--- src/verilog/dmr_defs.vh ---
// Constants for the I/O configuration and thermal/repair mode registers.
// Assumes an 8-bit mode register data path and a 6-bit register address.
`ifndef DMR_DEFS_VH
`define DMR_DEFS_VH
`define DMR_ADDR_W 6
`define DMR_IO_CFG_ADDR 6'h03
`define DMR_THERM_ADDR 6'h04
`define DMR_IO_PUCAL_BIT 0
`define DMR_IO_WPST_BIT 1
`define DMR_IO_PROT_BIT 2
`define DMR_IO_PULLDOWN_DRIVE_STRENGTH_LSB 3
`define DMR_IO_PULLDOWN_DRIVE_STRENGTH_MSB 5
`define DMR_IO_RDBI_BIT 6
`define DMR_IO_WDBI_BIT 7
`define DMR_TH_RATE_LSB 0
`define DMR_TH_RATE_MSB 2
`define DMR_TH_SRA_BIT 3
`define DMR_TH_RPR_BIT 4
`define DMR_TH_OFS_LSB 5
`define DMR_TH_OFS_MSB 6
`define DMR_TH_TUF_BIT 7
`define DMR_RST_PUCAL 1'h1
`define DMR_RST_WPST 1'h0
`define DMR_RST_PROT 1'h0
`define DMR_RST_PULLDOWN_DRIVE_STRENGTH 3'h6
`define DMR_RST_DBI 1'h0
`define DMR_RST_RATE 3'h3
`define DMR_RST_OFS 2'h0
`define DMR_RST_SRA 1'h0
`define DMR_RST_RPR 1'h0
`define DMR_PULLDOWN_DRIVE_STRENGTH_RFU 3'h0
`define DMR_PULLDOWN_DRIVE_STRENGTH_RSV 3'h7
`define DMR_OFS_RSV 2'h3
`define DMR_RATE_DERATE 3'h6
`endif

--- src/verilog/dmr_set_point_pair.v ---
// Two set-point copies of one field: writes and reads go to the copy writeSel picks, operation uses the one operSel picks.
// Assumes write strobe and selects synchronous to sys_clk.
`default_nettype none
`include "dmr_defs.vh"
module dmr_set_point_pair #(
  parameter WIDTH = 1,
  parameter [WIDTH-1:0] RESET_VALUE = {WIDTH{1'b0}}
) (
  // Clock and reset
  input wire sys_clk,
  input wire rst,
  // Access side
  input wire writeEn,
  input wire writeSel,
  input wire operSel,
  input wire [WIDTH-1:0] writeData,
  // Values
  output wire [WIDTH-1:0] accessValue,
  output wire [WIDTH-1:0] operValue
);
  // Each copy is its own register, so no storage has two processes driving it.
  genvar i;
  generate
    for (i = 0; i < 2; i = i + 1) begin : gCopy
      reg [WIDTH-1:0] copyVal;
      always @(posedge sys_clk or posedge rst) begin
        if (rst) begin
          copyVal <= RESET_VALUE;
        end else if (writeEn && (writeSel ^ (i == 0))) begin
          copyVal <= writeData;
        end
      end
    end
  endgenerate
  assign accessValue = writeSel ? gCopy[1].copyVal : gCopy[0].copyVal;
  assign operValue = operSel ? gCopy[1].copyVal : gCopy[0].copyVal;
endmodule // dmr_set_point_pair
`default_nettype wire

--- src/verilog/dmr_rate_tracker.v ---
// Holds the reported refresh-rate code and the flag that marks a change since the last read.
// Assumes the rate code from the sensor is synchronous and settles after initialisation.
`default_nettype none
`include "dmr_defs.vh"
module dmr_rate_tracker (
  // Clock and reset
  input wire sys_clk,
  input wire rst,
  // Sensor side
  input wire initDone,
  input wire [2:0] sensorRate,
  input wire derateNeeded,
  // Reader side
  input wire readStrobe,
  // State
  output reg [2:0] rateCode,
  output reg tempUpdateFlag
);
  reg [2:0] next_rateCode;
  always @* begin
    next_rateCode = sensorRate;
    if (derateNeeded) begin
      next_rateCode = `DMR_RATE_DERATE;
    end
  end
  // Before initialisation the default code is held, since the sensor is not yet valid.
  always @(posedge sys_clk or posedge rst) begin
    if (rst) begin
      rateCode <= `DMR_RST_RATE;
      tempUpdateFlag <= 1'b0;
    end else begin
      if (initDone) begin
        rateCode <= next_rateCode;
      end
      // A change in the same cycle as a read keeps the flag set.
      if (initDone && next_rateCode != rateCode) begin
        tempUpdateFlag <= 1'b1;
      end else if (readStrobe) begin
        tempUpdateFlag <= 1'b0;
      end
    end
  end
endmodule // dmr_rate_tracker
`default_nettype wire

--- src/verilog/dmr_io_thermal_regs.v ---
// I/O configuration and thermal/repair mode registers of the DRAM.
// Assumes decoded mode register write/read commands, one cycle each, on sys_clk.
`default_nettype none
`include "dmr_defs.vh"
module dmr_io_thermal_regs (
  // Clock and reset
  input wire sys_clk,
  input wire rst,
  // Mode register command port
  input wire modeRegWriteCmd,
  input wire modeRegReadCmd,
  input wire [`DMR_ADDR_W-1:0] regAddr,
  input wire [7:0] writeData,
  output reg [7:0] readData,
  output reg readValid,
  // Set-point selects
  input wire writeSetPointSelect,
  input wire operatingSetPointSelect,
  // Thermal sensor
  input wire initDone,
  input wire [2:0] sensorRate,
  input wire derateNeeded,
  // Operating values
  output wire pullupCalPoint,
  output wire writePostambleLen,
  output wire [2:0] pulldownDriveStrength,
  output wire readBusInversionEn,
  output wire writeBusInversionEn,
  output wire repairProtect,
  output wire repairModeEntry,
  output wire selfRefreshAbort,
  output wire [1:0] thermalOffset,
  output wire [2:0] refreshRate,
  output wire tempUpdateFlag,
  output wire tempAbove85,
  output wire driveStrengthInvalid,
  output wire thermalOffsetInvalid,
  output wire repairEntryRefused
);
  localparam ST_IDLE = 2'b01;
  localparam ST_READ = 2'b10;
  reg [1:0] state;
  reg pucal;
  reg protect;
  reg repairMode;
  reg srAbort;
  reg [1:0] offset;
  reg refused;
  wire ioWrite;
  wire thWrite;
  wire thRead;
  wire [5:0] spAccess;
  wire [5:0] spOper;
  wire [5:0] spWriteData;
  wire [2:0] rateCode;
  reg [7:0] next_readData;

  assign ioWrite = modeRegWriteCmd && (regAddr == `DMR_IO_CFG_ADDR);
  assign thWrite = modeRegWriteCmd && (regAddr == `DMR_THERM_ADDR);
  assign thRead = modeRegReadCmd && (regAddr == `DMR_THERM_ADDR);
  assign spWriteData = {writeData[`DMR_IO_WDBI_BIT], writeData[`DMR_IO_RDBI_BIT],
    writeData[`DMR_IO_PULLDOWN_DRIVE_STRENGTH_MSB:`DMR_IO_PULLDOWN_DRIVE_STRENGTH_LSB], writeData[`DMR_IO_WPST_BIT]};

  // Postamble, drive strength and inversion enables live in two set points.
  dmr_set_point_pair #(
    .WIDTH(6),
    .RESET_VALUE({`DMR_RST_DBI, `DMR_RST_DBI, `DMR_RST_PULLDOWN_DRIVE_STRENGTH, `DMR_RST_WPST})
  ) uSetPoints (
    .sys_clk(sys_clk),
    .rst(rst),
    .writeEn(ioWrite),
    .writeSel(writeSetPointSelect),
    .operSel(operatingSetPointSelect),
    .writeData(spWriteData),
    .accessValue(spAccess),
    .operValue(spOper)
  );

  dmr_rate_tracker uRate (
    .sys_clk(sys_clk),
    .rst(rst),
    .initDone(initDone),
    .sensorRate(sensorRate),
    .derateNeeded(derateNeeded),
    .readStrobe(thRead),
    .rateCode(rateCode),
    .tempUpdateFlag(tempUpdateFlag)
  );

  always @(posedge sys_clk or posedge rst) begin
    if (rst) begin
      pucal <= `DMR_RST_PUCAL;
      protect <= `DMR_RST_PROT;
      repairMode <= `DMR_RST_RPR;
      srAbort <= `DMR_RST_SRA;
      offset <= `DMR_RST_OFS;
      refused <= 1'b0;
    end else begin
      refused <= 1'b0;
      if (ioWrite) begin
        pucal <= writeData[`DMR_IO_PUCAL_BIT];
        // Only a power-on reset can clear protection, so a written zero is dropped.
        if (writeData[`DMR_IO_PROT_BIT]) begin
          protect <= 1'b1;
        end
      end
      if (thWrite) begin
        srAbort <= writeData[`DMR_TH_SRA_BIT];
        offset <= writeData[`DMR_TH_OFS_MSB:`DMR_TH_OFS_LSB];
        if (writeData[`DMR_TH_RPR_BIT] && protect) begin
          refused <= 1'b1;
        end else begin
          repairMode <= writeData[`DMR_TH_RPR_BIT];
        end
      end
    end
  end

  // Reads answer one cycle after the command; the thermal and I/O configuration registers return data, other addresses zero.
  always @* begin
    next_readData = 8'h00;
    if (regAddr == `DMR_THERM_ADDR) begin
      next_readData[`DMR_TH_RATE_MSB:`DMR_TH_RATE_LSB] = rateCode;
      next_readData[`DMR_TH_SRA_BIT] = srAbort;
      next_readData[`DMR_TH_RPR_BIT] = repairMode;
      next_readData[`DMR_TH_OFS_MSB:`DMR_TH_OFS_LSB] = offset;
      next_readData[`DMR_TH_TUF_BIT] = tempUpdateFlag;
    end else if (regAddr == `DMR_IO_CFG_ADDR) begin
      // The register is write-only; the access copy is still shown for debug.
      next_readData[`DMR_IO_PUCAL_BIT] = pucal;
      next_readData[`DMR_IO_WPST_BIT] = spAccess[0];
      next_readData[`DMR_IO_PROT_BIT] = protect;
      next_readData[`DMR_IO_PULLDOWN_DRIVE_STRENGTH_MSB:`DMR_IO_PULLDOWN_DRIVE_STRENGTH_LSB] = spAccess[3:1];
      next_readData[`DMR_IO_RDBI_BIT] = spAccess[4];
      next_readData[`DMR_IO_WDBI_BIT] = spAccess[5];
    end
  end

  always @(posedge sys_clk or posedge rst) begin
    if (rst) begin
      state <= ST_IDLE;
      readData <= 8'h00;
      readValid <= 1'b0;
    end else begin
      case (state)
        ST_IDLE: begin
          readValid <= 1'b0;
          if (modeRegReadCmd) begin
            readData <= next_readData;
            readValid <= 1'b1;
            state <= ST_READ;
          end
        end
        ST_READ: begin
          if (modeRegReadCmd) begin
            readData <= next_readData;
            readValid <= 1'b1;
          end else begin
            readValid <= 1'b0;
            state <= ST_IDLE;
          end
        end
        default: begin
          state <= ST_IDLE;
          readValid <= 1'b0;
        end
      endcase
    end
  end

  assign pullupCalPoint = pucal;
  assign writePostambleLen = spOper[0];
  assign pulldownDriveStrength = spOper[3:1];
  assign readBusInversionEn = spOper[4];
  assign writeBusInversionEn = spOper[5];
  assign repairProtect = protect;
  assign repairModeEntry = repairMode;
  assign selfRefreshAbort = srAbort;
  assign thermalOffset = offset;
  assign refreshRate = rateCode;
  assign tempAbove85 = rateCode[`DMR_TH_RATE_MSB];
  assign driveStrengthInvalid = (spOper[3:1] == `DMR_PULLDOWN_DRIVE_STRENGTH_RFU) || (spOper[3:1] == `DMR_PULLDOWN_DRIVE_STRENGTH_RSV);
  assign thermalOffsetInvalid = (offset == `DMR_OFS_RSV);
  assign repairEntryRefused = refused;
endmodule // dmr_io_thermal_regs
`default_nettype wire

--- config.mk ---
export PLATFORM = sky130hd
export DESIGN_NAME = dmr_io_thermal_regs
export DESIGN_NICKNAME = d
export VERILOG_FILES = /design/src/verilog/dmr_set_point_pair.v /design/src/verilog/dmr_rate_tracker.v /design/src/verilog/dmr_io_thermal_regs.v
export VERILOG_INCLUDE_DIRS = /design/src /design/src/verilog
export SDC_FILE = /design/constraint.sdc
export NUM_CORES = 1
export LEC_CHECK = 0
export BUFFER_PORTS_ARGS = -buffer_cell sky130_fd_sc_hd__buf_2
export CAP_MARGIN = 40
export CELL_PAD_IN_SITES_DETAIL_PLACEMENT = 1
export CELL_PAD_IN_SITES_GLOBAL_PLACEMENT = 1
export CORE_MARGIN = 1
export CORE_UTILIZATION = 39
export DETAILED_ROUTE_END_ITERATION = 10
export PLACE_DENSITY_LB_ADDON = 0.1
export SKIP_CTS_REPAIR_TIMING = 1
export SYNTH_ARGS = -nofsm -noshare
export SYNTH_HDL_FRONTEND = slang
export SYNTH_SLANG_ARGS = --single-unit
--- constraint.sdc ---
create_clock -name sys_clk -period 1.9 [get_ports sys_clk]
set_clock_uncertainty 0.15 [all_clocks]
set_input_delay 0.095 -clock sys_clk [delete_from_list [all_inputs] [get_ports sys_clk]]
set_output_delay 0.095 -clock sys_clk [all_outputs]
set_load 0.01 [all_outputs]
# --- After elaboration in Yosys (flattened, before gate mapping) ---
# Cells that the tools add are included.
word_totals:
  output_inout_bits: 29
  elab_cells: 53
  input_bits: 25
  register_bits: 34
op_classes:
  eq_ne: 9
  reduce_logical: 15
  n_bitwise: 2
  mux: 14
ops:
  columns: ["operator", "n"]
  rows:
  - ["$mux 8", 2]
  - ["$mux 6", 2]
  - ["$reduce_and 2->1", 4]
  - ["$logic_and 1x1->1", 7]
  - ["$eq 6x2->1 const B", 1]
  - ["$eq 6x3->1 const B", 1]
  - ["$mux 1", 6]
  - ["$eq 2x2->1 const B", 2]
  - ["$mux 2", 2]
  - ["$ne 2x2->1 const B", 2]
  - ["$pmux 2 s2", 1]
  - ["$eq 3x3->1 const B", 1]
  - ["$logic_not 3->1", 1]
  - ["$mux 3", 1]
  - ["$ne 3x3->1", 1]
  - ["$eq 2x1->1 const B", 1]
  - ["$not 1->1", 2]
  - ["$reduce_bool 2->1", 1]
  - ["$reduce_or 2->1", 1]
  - ["$logic_or 1x1->1", 1]

# --- Depth between registers and ports, before layout ---
logic_depth:
  ltp_word: 4
  mapped_depth: 7
  ltp_nobuf: 5

# --- Cells and area by module ---
# From an unflattened synthesis, not the netlist that was laid out.
unflattened:
  hier_cells: 145
  hier_area_um2: 1726.7
modules_own_cells:
  columns: ["mod", "area_each_um2", "seq_area_each_um2", "instances", "cells_each"]
  rows:
  - ["dmr_io_thermal_regs", 858.3, 452.9, 1, 78]
  - ["dmr_set_point_pair", 640.6, 305.3, 1, 42]
  - ["dmr_rate_tracker", 227.7, 102.6, 1, 25]

# --- Worst setup path before layout ---
# Ideal clock, no wire load.
synth_path:
  path_type: "reg-to-reg"
  start: "register state[0]"
  end: "register readData[1]"
  n_path_buf: 2
  t_arrival_ps: 1478
  setup_time_ps: 77
  path_stages_with_launch: 8
  setup_slack_ps: 195
  path_cell_list: "dfstp_2 -> inv_1 -> ha_1 -> nor2b_1 -> clkbuf_1 -> buf_2 -> nor2_1 -> a21oi_1"
synth_between:
  elab_chain_len: 3
  elab_cells_between_ends: 4
  cone_classes: "eq/ne: 2; reduce/logical: 2"
synth_lines:
  columns: ["element", "line_no", "text"]
  rows:
  - ["start, declared", "dmr_io_thermal_regs.v:42", "reg [1:0] state;"]
  - ["start signal, assigned", "dmr_io_thermal_regs.v:141", "state <= ST_IDLE;"]
  - ["start signal, assigned", "dmr_io_thermal_regs.v:151", "state <= ST_READ;"]
  - ["start signal, assigned", "dmr_io_thermal_regs.v:160", "state <= ST_IDLE;"]
  - ["$eq 2x2->1 or $eq 2x1->1 (tied branches)", "dmr_io_thermal_regs.v:145", "case (state)"]
  - ["$reduce_or 2->1 (no line) *", null, null]
  - ["$reduce_and 2->1 (no line) *", null, null]
  - ["end signal, assigned", "dmr_io_thermal_regs.v:149", "readData <= next_readData;"]
  - ["end signal, assigned", "dmr_io_thermal_regs.v:156", "readData <= next_readData;"]
  - ["end, declared", "dmr_io_thermal_regs.v:14", "output reg [7:0] readData,"]
# Mark *: on every way between the ends. The rest lies on a longest branch, timed or not.
# A chain may end at the register's enable or synchronous reset.

# --- Final worst setup path ---
layout_path:
  start: "register uSetPoints.gCopy[0].copyVal[1]"
  end: "output port driveStrengthInvalid"
layout_between:
  elab_chain_len: 3
  elab_cells_between_ends: 4
  cone_classes: "eq/ne: 1; mux: 1; reduce/logical: 2"
layout_lines:
  columns: ["element", "line_no", "text"]
  rows:
  - ["start, declared", "dmr_set_point_pair.v:25", "reg [WIDTH-1:0] copyVal;"]
  - ["start signal, assigned", "dmr_set_point_pair.v:30", "copyVal <= writeData;"]
  - ["$mux 6 *", "dmr_set_point_pair.v:36", "assign operValue = operSel ? gCopy[1].copyVal : gCopy[0].copyVal;"]
  - ["$eq 3x3->1 (no line) or $logic_not 3->1 (tied branches)", null, null]
  - ["$logic_or 1x1->1 *", "dmr_io_thermal_regs.v:182", "assign driveStrengthInvalid = (spOper[3:1] == `DMR_PULLDOWN_DRIVE_STRENGTH_RFU) || (spOper[3:1] == `DMR_PULLDO ..."]
  - ["end, declared", "dmr_io_thermal_regs.v:36", "output wire driveStrengthInvalid,"]
# Marks and branches as above.

==> impl_metrics.env <==
export IMPL_antenna_found_initial=0
export IMPL_ys_seq_area_share_pct=50.4
export IMPL_port_buffers=53
export IMPL_period_needed_ns=1.77
export IMPL_synth_top_area_cell="dfrtp_1"
export IMPL_worst_pin_slew_ns=0.430
export IMPL_yosys_warnings=0
export IMPL_maxSlewHeadroom_pct=71.3
export IMPL_die_x_um=68.2
export IMPL_rsz0062_at_grt="no"
export IMPL_grt_max_degree=35
export IMPL_final_core_util_pct=54.7
export IMPL_via_per_inst=5.13
export IMPL_setup_viol=0
export IMPL_synth_seq_cells=34
export IMPL_critPathCaptureType="output port"
export IMPL_die_h_um=68.2
export IMPL_syn_num_nets=172
export IMPL_clock_latency_ns=0.28
export IMPL_vias=1354
export IMPL_die_area_um2=4640
export IMPL_cts_buffers=5
export IMPL_rows=23
export IMPL_grt_pass1_vias=1332
export IMPL_nNetsFinal=240
export IMPL_drv_cap=0
export IMPL_wire_per_inst_um=15.6
export IMPL_async_flop_share_pct=100
export IMPL_overflow=0
export IMPL_min_path_type="input port to flip-flop"
export IMPL_clk_pin_slew_ns=0.06
export IMPL_synth_area_leaders="dfrtp_1 38%, mux2_2 15%, dfstp_2 12%"
export IMPL_synth_edf_count=0
export IMPL_yosys_cell_count_top_type="dfrtp_1"
export IMPL_ys_flop_type="dfrtp_1"
export IMPL_grt_pass1_wl_um=6370
export IMPL_cp_required_ns=1.65
export IMPL_place_area_um2=1990
export IMPL_critPathKind="flip-flop to output port"
export IMPL_coreArea_um2=4090
export IMPL_powerDensity_nw_per_um2=967
export IMPL_cts_tree="done"
export IMPL_ant_nets=0
export IMPL_syn_area_um2=1710
export IMPL_cts_sinks=34
export IMPL_first_pass_iters=4
export IMPL_drtIter0Drc=42
export IMPL_fin_area_um2=2240
export IMPL_place_hpwl_um=2930
export IMPL_fin_setup_tns_ns=0
export IMPL_start_util_pct=41.8
export IMPL_htreeDepth=2
export IMPL_leakagePower_nw=1.09
export IMPL_arrival_ns=1.53
export IMPL_fmax_mhz=564
export IMPL_ir_drop_v=0.000411
export IMPL_synth_top_area_share_pct=38.1
export IMPL_clk_path_buf_depth=2
export IMPL_power_mw=2.16
export IMPL_hold_ws_ns=-0.0183
export IMPL_yosys_top_cells_count="26 x dfrtp_1, 22 x mux2_2, 13 x nor2_1, 10 x a21oi_1"
export IMPL_num_antenna_cells=0
export IMPL_ios=54
export IMPL_violations="negative hold slack"
export IMPL_final_hold_viol_count=2
export IMPL_avgSynthCellArea_um2=11.8
export IMPL_min_period_over_period_pct=93.4
export IMPL_drc=0
export IMPL_wirelength_um=4120
export IMPL_globalplace_congestion=0.722
export IMPL_synthToLayoutAreaGrowth_pct=31.0
export IMPL_status="finished with violations"
export IMPL_crit_path_start_kind="flip-flop"
export IMPL_synthDistinctLibCells=38
export IMPL_drv_slew=0
export IMPL_path_max_fanout=3
export IMPL_grtUsageTotal_pct=19.2
export IMPL_synth_cells=145
export IMPL_final_layout_size_suffix_gt1_share_pct=49.1
export IMPL_root_buffer="clkbuf_8"
==> critical path, cell delays in order, from the launching register on <==
cell and delay (ns):
dfrtp_1 0.40, mux2_2 0.30, or3_1 0.37, nand2_1 0.06, buf_2 0.12
==> cells in the final DEF (no fill, tap or decap), drive strengths merged <==
master       synthesis  routed
buf                  5      55
mux2                28      28
dfrtp               26      26
dlygate4sd3          0      15
nor2                13      13
a21oi               10      10
inv                  8       8
dfstp                8       8
nand2                7       7
clkbuf               4       7
a22oi                6       6
o22a                 2       2
a32oi                2       2
o22ai                2       2
xnor2                2       2
ha                   2       2
and3                 2       2
nor2b                2       2
and2                 2       2
and3b                1       1
nor3                 1       1
nand3b               1       1
o21ai                1       1
mux2i                1       1
or3                  1       1
nand3                1       1
nand4                1       1
nor4                 1       1
a31oi                1       1
o221a                1       1
a221o                1       1
a22o                 1       1
a21o                 1       1
clkinv               0       1
==> state kept, by name, indices dropped and copies added (netlist names) <==
name	cells
uSetPoints.gCopy.copyVal	12
state	2
readData	8
uRate.rateCode	3
uRate.tempUpdateFlag	1
selfRefreshAbort	1
repairEntryRefused	1
pullupCalPoint	1
thermalOffset	2
repairProtect	1
readValid	1
repairModeEntry	1
==> path summary, 6_finish.rpt <==
check                      cells past startpoint                             end                      startpoint  slack, ns
max in group asynchronous                      4  uSetPoints.gCopy[1].copyVal[3]                             rst       0.97
max                                            4            driveStrengthInvalid  uSetPoints.gCopy[0].copyVal[1]       0.13
min reg2reg                                    1  uSetPoints.gCopy[1].copyVal[0]  uSetPoints.gCopy[1].copyVal[0]       0.37
min                                            4                     readData[0]                      regAddr[5]      -0.02
max reg2reg                                    6                     readData[2]                        state[0]       0.25
min in group asynchronous                      4  uSetPoints.gCopy[0].copyVal[0]                             rst       0.29
==> per-layer routing <==
layer | routed length (um) | vias to the layer above | share of wire, % | GRT usage, %
met5 | 0 | - | 0 | 0
met4 | 44 | 0 | 1.1 | 7.03
met3 | 172 | 5 | 4.2 | 5.67
met2 | 2060 | 38 | 50 | 31.1
met1 | 1850 | 662 | 45 | 24.0
li1 | - | 649 | - | -
==> layout make-up <==
cell class	instances	area, um^2
fillers	463	1850
clock buffers	7	86.3
repair buffers	70	430
multi-input cells	94	761
well taps	50	62.6
clock inverters	1	5.00
flip-flops and latches	34	861
inverters	8	30.0
==> power breakdown <==
group,total [mW],internal [mW],switching (mW)
sequential,0.988,0.886,0.103
clock,0.543,0.292,0.251
combinational,0.631,0.306,0.324
total,2.16,1.48,0.678
==> cell families (layout without fill, tap and decap cells) <==
kind of cell	after synthesis	after routing	synth area share, %
xor+xnor	2	2	1.03
mux	29	29	20.4
buf+inv	17	86	4.99
flops	34	34	50.4
compound gates	28	28	11.3
simple gates	33	33	10.4
fa+ha+maj	2	2	1.47
==> through the flow <==
step | hold WS [ns] | setup WS [ns] | instances
finish | -0.0183 | 0.126 | 264
global route | 0.0300 | 0.0341 | 264
CTS | -0.235 | 0.108 | 249
detailed placement | 0.0752 | 0.218 | 241
global placement | 0.0562 | 0.264 | 241
floorplan | 0.0529 | 0.195 | 145
No activity file was read; power rests on OpenSTA's default activity.
